<file path="config.mk">
export PLATFORM = sky130hd
export DESIGN_NAME = nfcc_top
export DESIGN_NICKNAME = d
export VERILOG_FILES = /design/src/hdl/nfcc_pkg.sv /design/src/hdl/nfcc_desc_if.sv /design/src/hdl/nfcc_desc_store.sv /design/src/hdl/nfcc_top.sv
export VERILOG_INCLUDE_DIRS = /design/src /design/src/hdl
export SDC_FILE = /design/constraint.sdc
export NUM_CORES = 1
export LEC_CHECK = 0
export BUFFER_PORTS_ARGS = -buffer_cell sky130_fd_sc_hd__buf_4
export CAP_MARGIN = 20
export CORE_AREA = 2 2 107 109
export CTS_BUF_LIST = sky130_fd_sc_hd__clkbuf_4 sky130_fd_sc_hd__clkbuf_8 sky130_fd_sc_hd__clkbuf_16
export DETAILED_ROUTE_END_ITERATION = 7
export DIE_AREA = 0 0 109 111
export PLACE_DENSITY_LB_ADDON = 0.08
export SYNTH_ARGS = -nofsm -noshare
export SYNTH_HDL_FRONTEND = slang
export SYNTH_SLANG_ARGS = --single-unit
export TNS_END_PERCENT = 5
</file>
<file path="constraint.sdc">
create_clock -name aclk -period 5.2 [get_ports aclk]
set_clock_uncertainty 0.1 [all_clocks]
set_input_delay 1.04 -clock aclk [delete_from_list [all_inputs] [get_ports aclk]]
set_output_delay 1.04 -clock aclk [all_outputs]
set_load 0.01 [all_outputs]
</file>
<file path="src/hdl/nfcc_defs.svh">
`ifndef NFCC_DEFS_SVH
`define NFCC_DEFS_SVH

// ----------------------------------------------------------------
// register byte offsets
// ----------------------------------------------------------------
`define NFCC_CTRL_OFS 8'h00
`define NFCC_CFGPORT_OFS 8'h04
`define NFCC_STATUS_OFS 8'h08
`define NFCC_GEOM_OFS 8'h0C
`define NFCC_PROT_OFS 8'h10
`define NFCC_DERIV_OFS 8'h14
`define NFCC_ACTION_OFS 8'h18

// ----------------------------------------------------------------
// field positions
// ----------------------------------------------------------------
`define NFCC_CTRL_EN_BIT 0
`define NFCC_STAT_RUN_BIT 0
`define NFCC_STAT_CFGD_BIT 1
`define NFCC_STAT_CFGERR_BIT 2
`define NFCC_STAT_ILL_BIT 3
`define NFCC_STAT_PTR_LSB 4
`define NFCC_SUB1_CARD_BIT 0
`define NFCC_SUB1_NDEV_LSB 5
`define NFCC_SUB2_BSIZE_LSB 0
`define NFCC_DERIV_PPB_LSB 0
`define NFCC_DERIV_PGB_LSB 16

// ----------------------------------------------------------------
// descriptor byte positions
// ----------------------------------------------------------------
`define NFCC_POS_FLASH_PG 3'h0
`define NFCC_POS_CARD_PG 3'h1
`define NFCC_POS_SUB1 3'h2
`define NFCC_POS_SUB2 3'h3
`define NFCC_POS_FPB_HI 3'h4
`define NFCC_POS_FPB_LO 3'h5
`define NFCC_POS_LPB_HI 3'h6
`define NFCC_POS_LPB_LO 3'h7

// ----------------------------------------------------------------
// reset values and limits
// ----------------------------------------------------------------
`define NFCC_DESC_RST 64'h0000_0000_001E_0000
`define NFCC_MAX_DEV 3'h4
`define NFCC_MAX_DEV_CARD 3'h3
`define NFCC_MAX_PG_UNITS 5'h10
`define NFCC_MIN_PPB 9'h020
`define NFCC_UNIT_SHIFT 9

// ----------------------------------------------------------------
// basic operation codes and bus answers
// ----------------------------------------------------------------
`define NFCC_OP_NONE 3'h0
`define NFCC_OP_READ_ID 3'h1
`define NFCC_OP_WRITE_BYTE 3'h2
`define NFCC_OP_ERASE_BLOCK 3'h3
`define NFCC_RESP_OKAY 2'h0
`define NFCC_RESP_SLVERR 2'h2

`endif

</file>
<file path="src/hdl/nfcc_pkg.sv">
package nfcc_pkg;

	// controller life cycle
	typedef enum logic [1:0]
	{
		ST_OFF,
		ST_UNCONF,
		ST_LOAD,
		ST_IDLE
	} nfcc_state_t;

	typedef logic [7:0] nfcc_byte_t;
	typedef logic [2:0] nfcc_pos_t;

endpackage

</file>
<file path="src/hdl/nfcc_desc_if.sv">
`timescale 1ns/10ps

// descriptor store access: one byte write port, whole descriptor out
interface nfcc_desc_if;
	logic wr_en;
	nfcc_pkg::nfcc_pos_t wr_pos;
	nfcc_pkg::nfcc_byte_t wr_data;
	logic [63:0] desc;

	modport ctrl
	(
		output wr_en,
		output wr_pos,
		output wr_data,
		input desc
	);

	modport store
	(
		input wr_en,
		input wr_pos,
		input wr_data,
		output desc
	);
endinterface

</file>
<file path="src/hdl/nfcc_desc_store.sv">
`timescale 1ns/10ps
`include "nfcc_defs.svh"

module nfcc_desc_store
	import nfcc_pkg::*;
#(
	parameter int NBYTES = 8
)
(
	input wire logic aclk,
	input wire logic aresetn,
	nfcc_desc_if.store dif
);

	localparam logic [63:0] RST = `NFCC_DESC_RST;

	initial
	begin
		if (NBYTES != 8)
			$error("nfcc_desc_store: descriptor must hold eight bytes");
	end

	// ----------------------------------------------------------------
	// one flop byte per descriptor position
	// ----------------------------------------------------------------
	genvar gi;
	generate
		for (gi = 0; gi < NBYTES; gi++)
		begin : g_byte
			logic [7:0] byte_q;

			// [RULE9] reset defaults per byte
			always_ff @(posedge aclk)
			begin
				if (!aresetn)
					byte_q <= RST[gi*8 +: 8];
				else if (dif.wr_en && dif.wr_pos == nfcc_pos_t'(gi))
					byte_q <= dif.wr_data;
			end

			assign dif.desc[gi*8 +: 8] = byte_q;
		end
	endgenerate

endmodule

</file>
<file path="src/hdl/nfcc_top.sv">
// Function
// [RULE1] configuration accepted only while controller enabled
// [RULE2] software loads descriptor before any operation
// [RULE3] eight descriptor bytes, one per write, from 0
// [RULE4] further full descriptor replaces the previous one
// [RULE5] position 0 flash page, 1 card page
// [RULE6] positions 2 and 3 sub-configuration bytes
// [RULE7] positions 4,5 first protected block high/low
// [RULE8] positions 6,7 last protected block high/low
// [RULE9] protected block bytes reset to zero
// [RULE10] only basic device operations are issued
// [RULE11] four devices, three with card enabled
// [RULE12] pages 512 to 8192 bytes supported
// [RULE13] block size field selects 32..256 pages
// [RULE14] configured controller idles with running flag clear
// [RULE15] byte pointer advances, wraps after position 7
`timescale 1ns/10ps
`include "nfcc_defs.svh"

module nfcc_top
	import nfcc_pkg::*;
#(
	parameter int ADDR_W = 8
)
(
	input wire logic aclk,
	input wire logic aresetn,
	input wire logic [ADDR_W-1:0] s_axi_awaddr,
	input wire logic s_axi_awvalid,
	output logic s_axi_awready,
	input wire logic [31:0] s_axi_wdata,
	input wire logic [3:0] s_axi_wstrb,
	input wire logic s_axi_wvalid,
	output logic s_axi_wready,
	output logic [1:0] s_axi_bresp,
	output logic s_axi_bvalid,
	input wire logic s_axi_bready,
	input wire logic [ADDR_W-1:0] s_axi_araddr,
	input wire logic s_axi_arvalid,
	output logic s_axi_arready,
	output logic [31:0] s_axi_rdata,
	output logic [1:0] s_axi_rresp,
	output logic s_axi_rvalid,
	input wire logic s_axi_rready,
	output logic flash_ctrl_enable,
	output logic running_flag,
	output logic op_strobe,
	output logic [2:0] op_code
);

	initial
	begin
		if (ADDR_W < 8 || ADDR_W > 32)
			$error("nfcc_top: ADDR_W must lie in 8..32");
	end

	// ----------------------------------------------------------------
	// state
	// ----------------------------------------------------------------
	logic awready_q, wready_q, bvalid_q, arready_q, rvalid_q;
	logic [1:0] bresp_q, rresp_q;
	logic [31:0] rdata_q;
	logic aw_have_q, w_have_q;
	logic [ADDR_W-1:0] awaddr_q;
	logic [31:0] wdata_q;
	logic [3:0] wstrb_q;
	logic enable_q, configured_q, running_q, illegal_q;
	logic op_strobe_q;
	logic [2:0] op_code_q;
	nfcc_pos_t ptr_q;
	nfcc_state_t state_q, state_d;

	nfcc_desc_if dif();

	nfcc_desc_store #(.NBYTES(8)) u_store
	(
		.aclk(aclk),
		.aresetn(aresetn),
		.dif(dif)
	);

	// ----------------------------------------------------------------
	// descriptor field decode
	// ----------------------------------------------------------------
	logic [7:0] flash_page_geometry, card_page_geometry;
	logic [7:0] sub_config_first, sub_config_second;
	logic [7:0] first_prot_block_high, first_prot_block_low;
	logic [7:0] last_prot_block_high, last_prot_block_low;
	logic [4:0] flash_units, card_units;
	logic [1:0] pages_per_block_sel, dev_count_m1;
	logic card_enable;
	logic [8:0] pages_per_block;
	logic [13:0] flash_page_bytes;
	logic cfg_err;

	// [RULE5] page geometry bytes
	assign flash_page_geometry = dif.desc[`NFCC_POS_FLASH_PG*8 +: 8];
	assign card_page_geometry = dif.desc[`NFCC_POS_CARD_PG*8 +: 8];
	// [RULE6] sub-configuration bytes
	assign sub_config_first = dif.desc[`NFCC_POS_SUB1*8 +: 8];
	assign sub_config_second = dif.desc[`NFCC_POS_SUB2*8 +: 8];
	// [RULE7] first protected block
	assign first_prot_block_high = dif.desc[`NFCC_POS_FPB_HI*8 +: 8];
	assign first_prot_block_low = dif.desc[`NFCC_POS_FPB_LO*8 +: 8];
	// [RULE8] last protected block
	assign last_prot_block_high = dif.desc[`NFCC_POS_LPB_HI*8 +: 8];
	assign last_prot_block_low = dif.desc[`NFCC_POS_LPB_LO*8 +: 8];

	// page size in 512-byte units, top unit bit sits below the others
	assign flash_units = {flash_page_geometry[3], flash_page_geometry[7:4]};
	assign card_units = {card_page_geometry[3], card_page_geometry[7:4]};
	assign card_enable = sub_config_first[`NFCC_SUB1_CARD_BIT];
	assign dev_count_m1 = sub_config_first[`NFCC_SUB1_NDEV_LSB +: 2];
	assign pages_per_block_sel = sub_config_second[`NFCC_SUB2_BSIZE_LSB +: 2];

	// [RULE13] pages per block from size select
	assign pages_per_block = `NFCC_MIN_PPB << pages_per_block_sel;
	// [RULE12] page bytes, unit of 512
	assign flash_page_bytes = 14'(flash_units) << `NFCC_UNIT_SHIFT;

	// configuration consistency check
	always_comb
	begin
		cfg_err = 1'b0;
		// [RULE11] device count limit
		if ({1'b0, dev_count_m1} + 3'h1 > (card_enable ? `NFCC_MAX_DEV_CARD : `NFCC_MAX_DEV))
			cfg_err = 1'b1;
		// [RULE12] page size range check
		if (flash_units == 5'h00 || flash_units > `NFCC_MAX_PG_UNITS)
			cfg_err = 1'b1;
		if (card_enable && (card_units == 5'h00 || card_units > `NFCC_MAX_PG_UNITS))
			cfg_err = 1'b1;
	end

	// ----------------------------------------------------------------
	// axi write channels
	// ----------------------------------------------------------------
	logic wr_go;
	logic [2:0] wr_idx;
	logic wr_mapped;

	assign wr_go = aw_have_q && w_have_q && !bvalid_q;
	assign wr_idx = awaddr_q[4:2];
	assign wr_mapped = (awaddr_q[ADDR_W-1:5] == '0) && (awaddr_q[4:0] <= 5'(`NFCC_ACTION_OFS));

	// address and data captured in either order
	always_ff @(posedge aclk)
	begin
		if (!aresetn)
		begin
			awready_q <= 1'b1;
			wready_q <= 1'b1;
			aw_have_q <= 1'b0;
			w_have_q <= 1'b0;
			awaddr_q <= '0;
			wdata_q <= 32'h0000_0000;
			wstrb_q <= 4'h0;
		end
		else
		begin
			if (s_axi_awvalid && awready_q)
			begin
				awready_q <= 1'b0;
				aw_have_q <= 1'b1;
				awaddr_q <= s_axi_awaddr;
			end
			else if (bvalid_q && s_axi_bready)
				awready_q <= 1'b1;
			if (s_axi_wvalid && wready_q)
			begin
				wready_q <= 1'b0;
				w_have_q <= 1'b1;
				wdata_q <= s_axi_wdata;
				wstrb_q <= s_axi_wstrb;
			end
			else if (bvalid_q && s_axi_bready)
				wready_q <= 1'b1;
			if (wr_go)
			begin
				aw_have_q <= 1'b0;
				w_have_q <= 1'b0;
			end
		end
	end

	// write response, one cycle after both halves are held
	always_ff @(posedge aclk)
	begin
		if (!aresetn)
		begin
			bvalid_q <= 1'b0;
			bresp_q <= `NFCC_RESP_OKAY;
		end
		else if (wr_go)
		begin
			bvalid_q <= 1'b1;
			bresp_q <= wr_mapped ? `NFCC_RESP_OKAY : `NFCC_RESP_SLVERR;
		end
		else if (s_axi_bready)
			bvalid_q <= 1'b0;
	end

	// ----------------------------------------------------------------
	// register write decode
	// ----------------------------------------------------------------
	logic sel_ctrl, cfg_wr, act_wr, stat_wr, act_legal;
	logic [2:0] act_code;

	assign sel_ctrl = wr_go && wr_mapped && wr_idx == 3'(`NFCC_CTRL_OFS >> 2) && wstrb_q[0];
	// [RULE1] configuration writes need enable
	assign cfg_wr = wr_go && wr_mapped && wr_idx == 3'(`NFCC_CFGPORT_OFS >> 2) && wstrb_q[0]
		&& enable_q;
	assign act_wr = wr_go && wr_mapped && wr_idx == 3'(`NFCC_ACTION_OFS >> 2) && wstrb_q[0];
	assign stat_wr = wr_go && wr_mapped && wr_idx == 3'(`NFCC_STATUS_OFS >> 2) && wstrb_q[0];
	assign act_code = wdata_q[2:0];

	// [RULE10] only basic operations are legal
	assign act_legal = enable_q && state_q == ST_IDLE && !cfg_err
		&& (act_code == `NFCC_OP_READ_ID || act_code == `NFCC_OP_WRITE_BYTE
		|| act_code == `NFCC_OP_ERASE_BLOCK);

	// [RULE3] byte goes to pointed position
	assign dif.wr_en = cfg_wr;
	assign dif.wr_pos = ptr_q;
	assign dif.wr_data = wdata_q[7:0];

	// controller enable
	always_ff @(posedge aclk)
	begin
		if (!aresetn)
			enable_q <= 1'b0;
		else if (sel_ctrl)
			enable_q <= wdata_q[`NFCC_CTRL_EN_BIT];
	end

	// descriptor byte pointer
	always_ff @(posedge aclk)
	begin
		if (!aresetn || !enable_q)
			ptr_q <= 3'h0;
		// [RULE15] advance and wrap
		else if (cfg_wr)
			ptr_q <= ptr_q + 3'h1;
	end

	// ----------------------------------------------------------------
	// controller life cycle
	// ----------------------------------------------------------------
	always_comb
	begin
		state_d = state_q;
		case (state_q)
			ST_OFF:
				if (enable_q)
					state_d = configured_q ? ST_IDLE : ST_UNCONF;
			ST_UNCONF:
				if (!enable_q)
					state_d = ST_OFF;
				else if (cfg_wr)
					state_d = ST_LOAD;
			ST_LOAD:
				if (!enable_q)
					state_d = ST_OFF;
				else if (cfg_wr && ptr_q == `NFCC_POS_LPB_LO)
					state_d = ST_IDLE;
			ST_IDLE:
				if (!enable_q)
					state_d = ST_OFF;
				// [RULE4] new descriptor reloads
				else if (cfg_wr)
					state_d = ST_LOAD;
			default:
				state_d = ST_OFF;
		endcase
	end

	// state, running flag and configured mark
	always_ff @(posedge aclk)
	begin
		if (!aresetn)
		begin
			state_q <= ST_OFF;
			running_q <= 1'b0;
			configured_q <= 1'b0;
		end
		else
		begin
			state_q <= state_d;
			// [RULE14] idle clears running flag
			running_q <= (state_d == ST_LOAD);
			if (state_q == ST_LOAD && state_d == ST_IDLE)
				configured_q <= 1'b1;
			else if (state_d == ST_LOAD)
				configured_q <= 1'b0;
		end
	end

	// ----------------------------------------------------------------
	// operation launch and illegal request flag
	// ----------------------------------------------------------------
	always_ff @(posedge aclk)
	begin
		if (!aresetn)
		begin
			op_strobe_q <= 1'b0;
			op_code_q <= `NFCC_OP_NONE;
		end
		// [RULE2] launch only once configured
		else if (act_wr && act_legal)
		begin
			op_strobe_q <= 1'b1;
			op_code_q <= act_code;
		end
		else
			op_strobe_q <= 1'b0;
	end

	// sticky, write one to clear, a new event wins
	always_ff @(posedge aclk)
	begin
		if (!aresetn)
			illegal_q <= 1'b0;
		else if (act_wr && !act_legal && act_code != `NFCC_OP_NONE)
			illegal_q <= 1'b1;
		else if (stat_wr && wdata_q[`NFCC_STAT_ILL_BIT])
			illegal_q <= 1'b0;
	end

	// ----------------------------------------------------------------
	// axi read channels
	// ----------------------------------------------------------------
	logic [31:0] rd_word;
	logic rd_mapped;

	assign rd_mapped = (s_axi_araddr[ADDR_W-1:5] == '0)
		&& (s_axi_araddr[4:0] <= 5'(`NFCC_ACTION_OFS));

	// read data select
	always_comb
	begin
		rd_word = 32'h0000_0000;
		case (s_axi_araddr[4:2])
			3'(`NFCC_CTRL_OFS >> 2):
				rd_word[`NFCC_CTRL_EN_BIT] = enable_q;
			3'(`NFCC_CFGPORT_OFS >> 2):
				rd_word[2:0] = ptr_q;
			3'(`NFCC_STATUS_OFS >> 2):
			begin
				rd_word[`NFCC_STAT_RUN_BIT] = running_q;
				rd_word[`NFCC_STAT_CFGD_BIT] = configured_q;
				rd_word[`NFCC_STAT_CFGERR_BIT] = cfg_err;
				rd_word[`NFCC_STAT_ILL_BIT] = illegal_q;
				rd_word[`NFCC_STAT_PTR_LSB +: 3] = ptr_q;
			end
			3'(`NFCC_GEOM_OFS >> 2):
				rd_word = {sub_config_second, sub_config_first, card_page_geometry,
					flash_page_geometry};
			3'(`NFCC_PROT_OFS >> 2):
				rd_word = {last_prot_block_low, last_prot_block_high, first_prot_block_low,
					first_prot_block_high};
			3'(`NFCC_DERIV_OFS >> 2):
			begin
				rd_word[`NFCC_DERIV_PPB_LSB +: 9] = pages_per_block;
				rd_word[`NFCC_DERIV_PGB_LSB +: 14] = flash_page_bytes;
			end
			3'(`NFCC_ACTION_OFS >> 2):
				rd_word[2:0] = op_code_q;
			default:
				rd_word = 32'h0000_0000;
		endcase
		if (!rd_mapped)
			rd_word = 32'h0000_0000;
	end

	// read answer one cycle after address taken
	always_ff @(posedge aclk)
	begin
		if (!aresetn)
		begin
			arready_q <= 1'b1;
			rvalid_q <= 1'b0;
			rdata_q <= 32'h0000_0000;
			rresp_q <= `NFCC_RESP_OKAY;
		end
		else if (s_axi_arvalid && arready_q)
		begin
			arready_q <= 1'b0;
			rvalid_q <= 1'b1;
			rdata_q <= rd_word;
			rresp_q <= rd_mapped ? `NFCC_RESP_OKAY : `NFCC_RESP_SLVERR;
		end
		else if (rvalid_q && s_axi_rready)
		begin
			rvalid_q <= 1'b0;
			arready_q <= 1'b1;
		end
	end

	// ----------------------------------------------------------------
	// outputs
	// ----------------------------------------------------------------
	assign s_axi_awready = awready_q;
	assign s_axi_wready = wready_q;
	assign s_axi_bvalid = bvalid_q;
	assign s_axi_bresp = bresp_q;
	assign s_axi_arready = arready_q;
	assign s_axi_rvalid = rvalid_q;
	assign s_axi_rdata = rdata_q;
	assign s_axi_rresp = rresp_q;
	assign flash_ctrl_enable = enable_q;
	assign running_flag = running_q;
	assign op_strobe = op_strobe_q;
	assign op_code = op_code_q;

endmodule

</file>
==> flow_metrics.env <==
export IMPL_tns_ns=0
export IMPL_cts_max_level=4
export IMPL_switching_share_pct=22.3
export IMPL_dieArea_mm2=0.0121
export IMPL_synth_compound_area_share_pct=24.0
export IMPL_grt_pass1_vias=4620
export IMPL_syn2layout_area_growth_pct=19.4
export IMPL_antenna_found_initial=0
export IMPL_synth_seq_area_share_pct=46.3
export IMPL_outcome="completed"
export IMPL_grt_overflow=0
export IMPL_hold_buffers=0
export IMPL_synth_area_mm2=0.00583
export IMPL_synth_area_top_cells="dfxtp_1, nand2_1, a21oi_1, o21ai_0, nor2_1"
export IMPL_diodes=0
export IMPL_finalSetupViolCount=0
export IMPL_grt_first_pass_wirelength_um=24000
export IMPL_maxCapViolations=0
export IMPL_num_vias=5248
export IMPL_required_ns=5.45
export IMPL_ys_types=57
export IMPL_hpwl_um=10000
export IMPL_grt_max_degree=41
export IMPL_whs_path_depth=2
export IMPL_ir_drop_uv=263
export IMPL_yosysWarnings=0
export IMPL_ctsResizeCount=0
export IMPL_worst_pin_slew_ns=0.656
export IMPL_r2r_slack_ns=2.68
export IMPL_rsz0062_at_grt="no"
export IMPL_wl_um=15100
export IMPL_start_kind="input pin"
export IMPL_power_mw=2.34
export IMPL_syn_inst=689
export IMPL_clkLatencyLatePin_ns=0.42
export IMPL_synth_edff_count=0
export IMPL_min_period_ns=2.57
export IMPL_postCtsSetupBuffers=0
export IMPL_period_share_pct=49.4
export IMPL_postSynthAreaPerCell_um2=8.46
export IMPL_muxShareOfSynthArea_pct=2.45
export IMPL_synth_largest_area_cell="dfxtp_1"
export IMPL_p_comb_share_pct=5.2
export IMPL_clk_pin_slew_ns=0.05
export IMPL_cp_end_kind="register"
export IMPL_io_pins=106
export IMPL_cts_root_buf="clkbuf_16"
export IMPL_clock_fmax_mhz=389
export IMPL_start_util_pct=52.6
export IMPL_max_slew_margin_pct=56.1
export IMPL_die_h_um=111
export IMPL_cp_max_fo=23
export IMPL_hold_viol_final=0
export IMPL_drc=0
export IMPL_finalInstanceArea_mm2=0.00696
export IMPL_postRouteAntennaNets=0
export IMPL_rows=39
export IMPL_synth_top_area_share_pct=46.3
export IMPL_via_per_inst=5.88
export IMPL_placed_area_mm2=0.00636
export IMPL_crit_arrival_ns=2.82
export IMPL_die_w_um=109
export IMPL_clock_sinks=135
export IMPL_rr_endpoint="u_store.g_byte[5].byte_q[4]"
export IMPL_io_buffers=76
export IMPL_fp_coreArea_mm2=0.0111
export IMPL_grt_usage_pct=25.7
export IMPL_p_int_mw=1.81
export IMPL_drive_gt1_share_pct=17.2
export IMPL_synth_simple_gate_area_share_pct=19.3
export IMPL_clkPwrFrac_pct=48.8
export IMPL_fin_nets=808
export IMPL_finalWeightedCongestion=0.899
export IMPL_drt_iter0_drc=582
export IMPL_drv_slew=0
export IMPL_wire_per_inst_um=17.0
export IMPL_synth_seq_cells=135
export IMPL_reg2reg_depth=5
export IMPL_min_delay_start="s_axi_rdata[6]"
export IMPL_synth_top_family_by_area="compound AO/OA/AOI/OAI gates"
export IMPL_min_path_type="reg -> reg"
export IMPL_pwr_density_cell_mw_per_mm2=335
export IMPL_switchingPower_uw=521
export IMPL_worstReg2RegStart="s_axi_bvalid"
export IMPL_fillers=960
export IMPL_min_to="s_axi_rdata[6]"
export IMPL_cts_buffers=17
export IMPL_crit_type="in -> reg"
export IMPL_post_route_util_pct=62.8
export IMPL_dominantRegCellSynth="dfxtp_1"
export IMPL_timing_hold_ws_ns=0.363
export IMPL_async_flop_share_pct=0
export IMPL_synthAdderAreaFrac_pct=2.57
export IMPL_p_leak_nw=2.58
export IMPL_cts_max_path_buffers=2
export IMPL_cts_tree="done"
export IMPL_seq_power_share_pct=45.9
export IMPL_dr_pass1_iters=7
export IMPL_synthXorXnorAreaFrac_pct=0.300
[per-layer routing]
layer	vias to the layer above	GRT usage (%)	routed length, um
li1	2528	-	-
met4	0	10.0	245
met2	221	38.4	6860
met5	-	0	0
met3	22	5.17	1150
met1	2477	36.2	6880
[final cells by class]
cell class	instances	area, um2	area share, %
Clock buffer	27	513	7.37
Clock inverter	4	45.0	0.647
Inverter	11	41.3	0.593
Multi-Input combinational cell	491	2850	40.9
Sequential cell	135	2700	38.8
Tap cell	143	179	2.57
Timing Repair Buffer	81	636	9.13
[per-stage QoR]
stage	instances	worst slack [ns]
after CTS	890	2.43
after detailed placement	859	2.00
final	892	2.63
after global placement	859	2.03
after global routing	892	2.35
after floorplan	690	2.97
[layout by cell type, fill, tap and decap left out, drive strengths merged, types with 16 or more instances in the layout]
cell type / Yosys / layout
buf: 25 / 81
nor2: 52 / 52
nand3: 25 / 25
nand2: 114 / 114
o21ai: 75 / 75
clkbuf: 28 / 27
a2bb2oi: 16 / 16
dfxtp: 135 / 135
a21oi: 81 / 81
a22oi: 19 / 19
[power groups by stage]
stage,Clock [mW],Combinational (mW),Sequential [mW]
detailed placement,0,0.118,1.09
CTS,1.15,0.119,1.07
global placement,0,0.116,1.09
finish,1.14,0.123,1.07
global route,1.20,0.134,1.07
floorplan,0,0.0832,1.08
[cells by family (layout without fill, tap and decap cells)]
family | count (synthesis) | after routing
adders and majority gates | 12 | 12
muxes | 14 | 14
DFF | 135 | 135
AOI/OAI and AO/OA | 227 | 227
buffers and inverters | 64 | 123
xor gates and xnor gates | 2 | 2
and+or+nand+nor | 234 | 234
other | 1 | 2
[registers in the layout (all words and copies together), names as in the netlist, 2 cells and up]
name                   flops
s_axi_rdata               32
op_code                    3
state_q                    2
wdata_q                    8
dif.wr_pos                 3
awaddr_q                   8
u_store.g_byte.byte_q     64
[critical path, stage by stage]
cell,delay [ns]
buf_4,0.19
nand2b_1,0.27
o41ai_4,0.35
and2_1,0.59
nand4_1,0.20
a21oi_1,0.16
[synth_stat cells, types with 3 or more instances]
cell type and count:
buf_1 7, a221oi_1 3, nand2_1 114, a211oi_1 3
nor2b_1 4, buf_4 6, o21ai_0 74, nand4_1 3
a32oi_1 4, a22oi_1 19, a21oi_1 81, a2bb2oi_1 16
nand2b_1 9, mux2i_1 12, nor2_1 52, inv_1 9
and2_1 7, dfxtp_1 135, a22o_1 9, nand3_1 23
ha_1 12, clkbuf_1 28, buf_2 10
[worst max-delay path by stage]
| stage | endpoint | start |
|---|---|---|
| floorplan | s_axi_rdata[9] | s_axi_araddr[2] |
| global placement | s_axi_rdata[5] | s_axi_araddr[2] |
| detailed placement | s_axi_rdata[5] | s_axi_araddr[2] |
| CTS | s_axi_rdata[5] | s_axi_araddr[2] |
| global route | u_store.g_byte[5].byte_q[4] | s_axi_bvalid |
| finish | s_axi_rdata[1] | s_axi_araddr[2] |
Note: power is estimated with default switching activity, not from simulation.
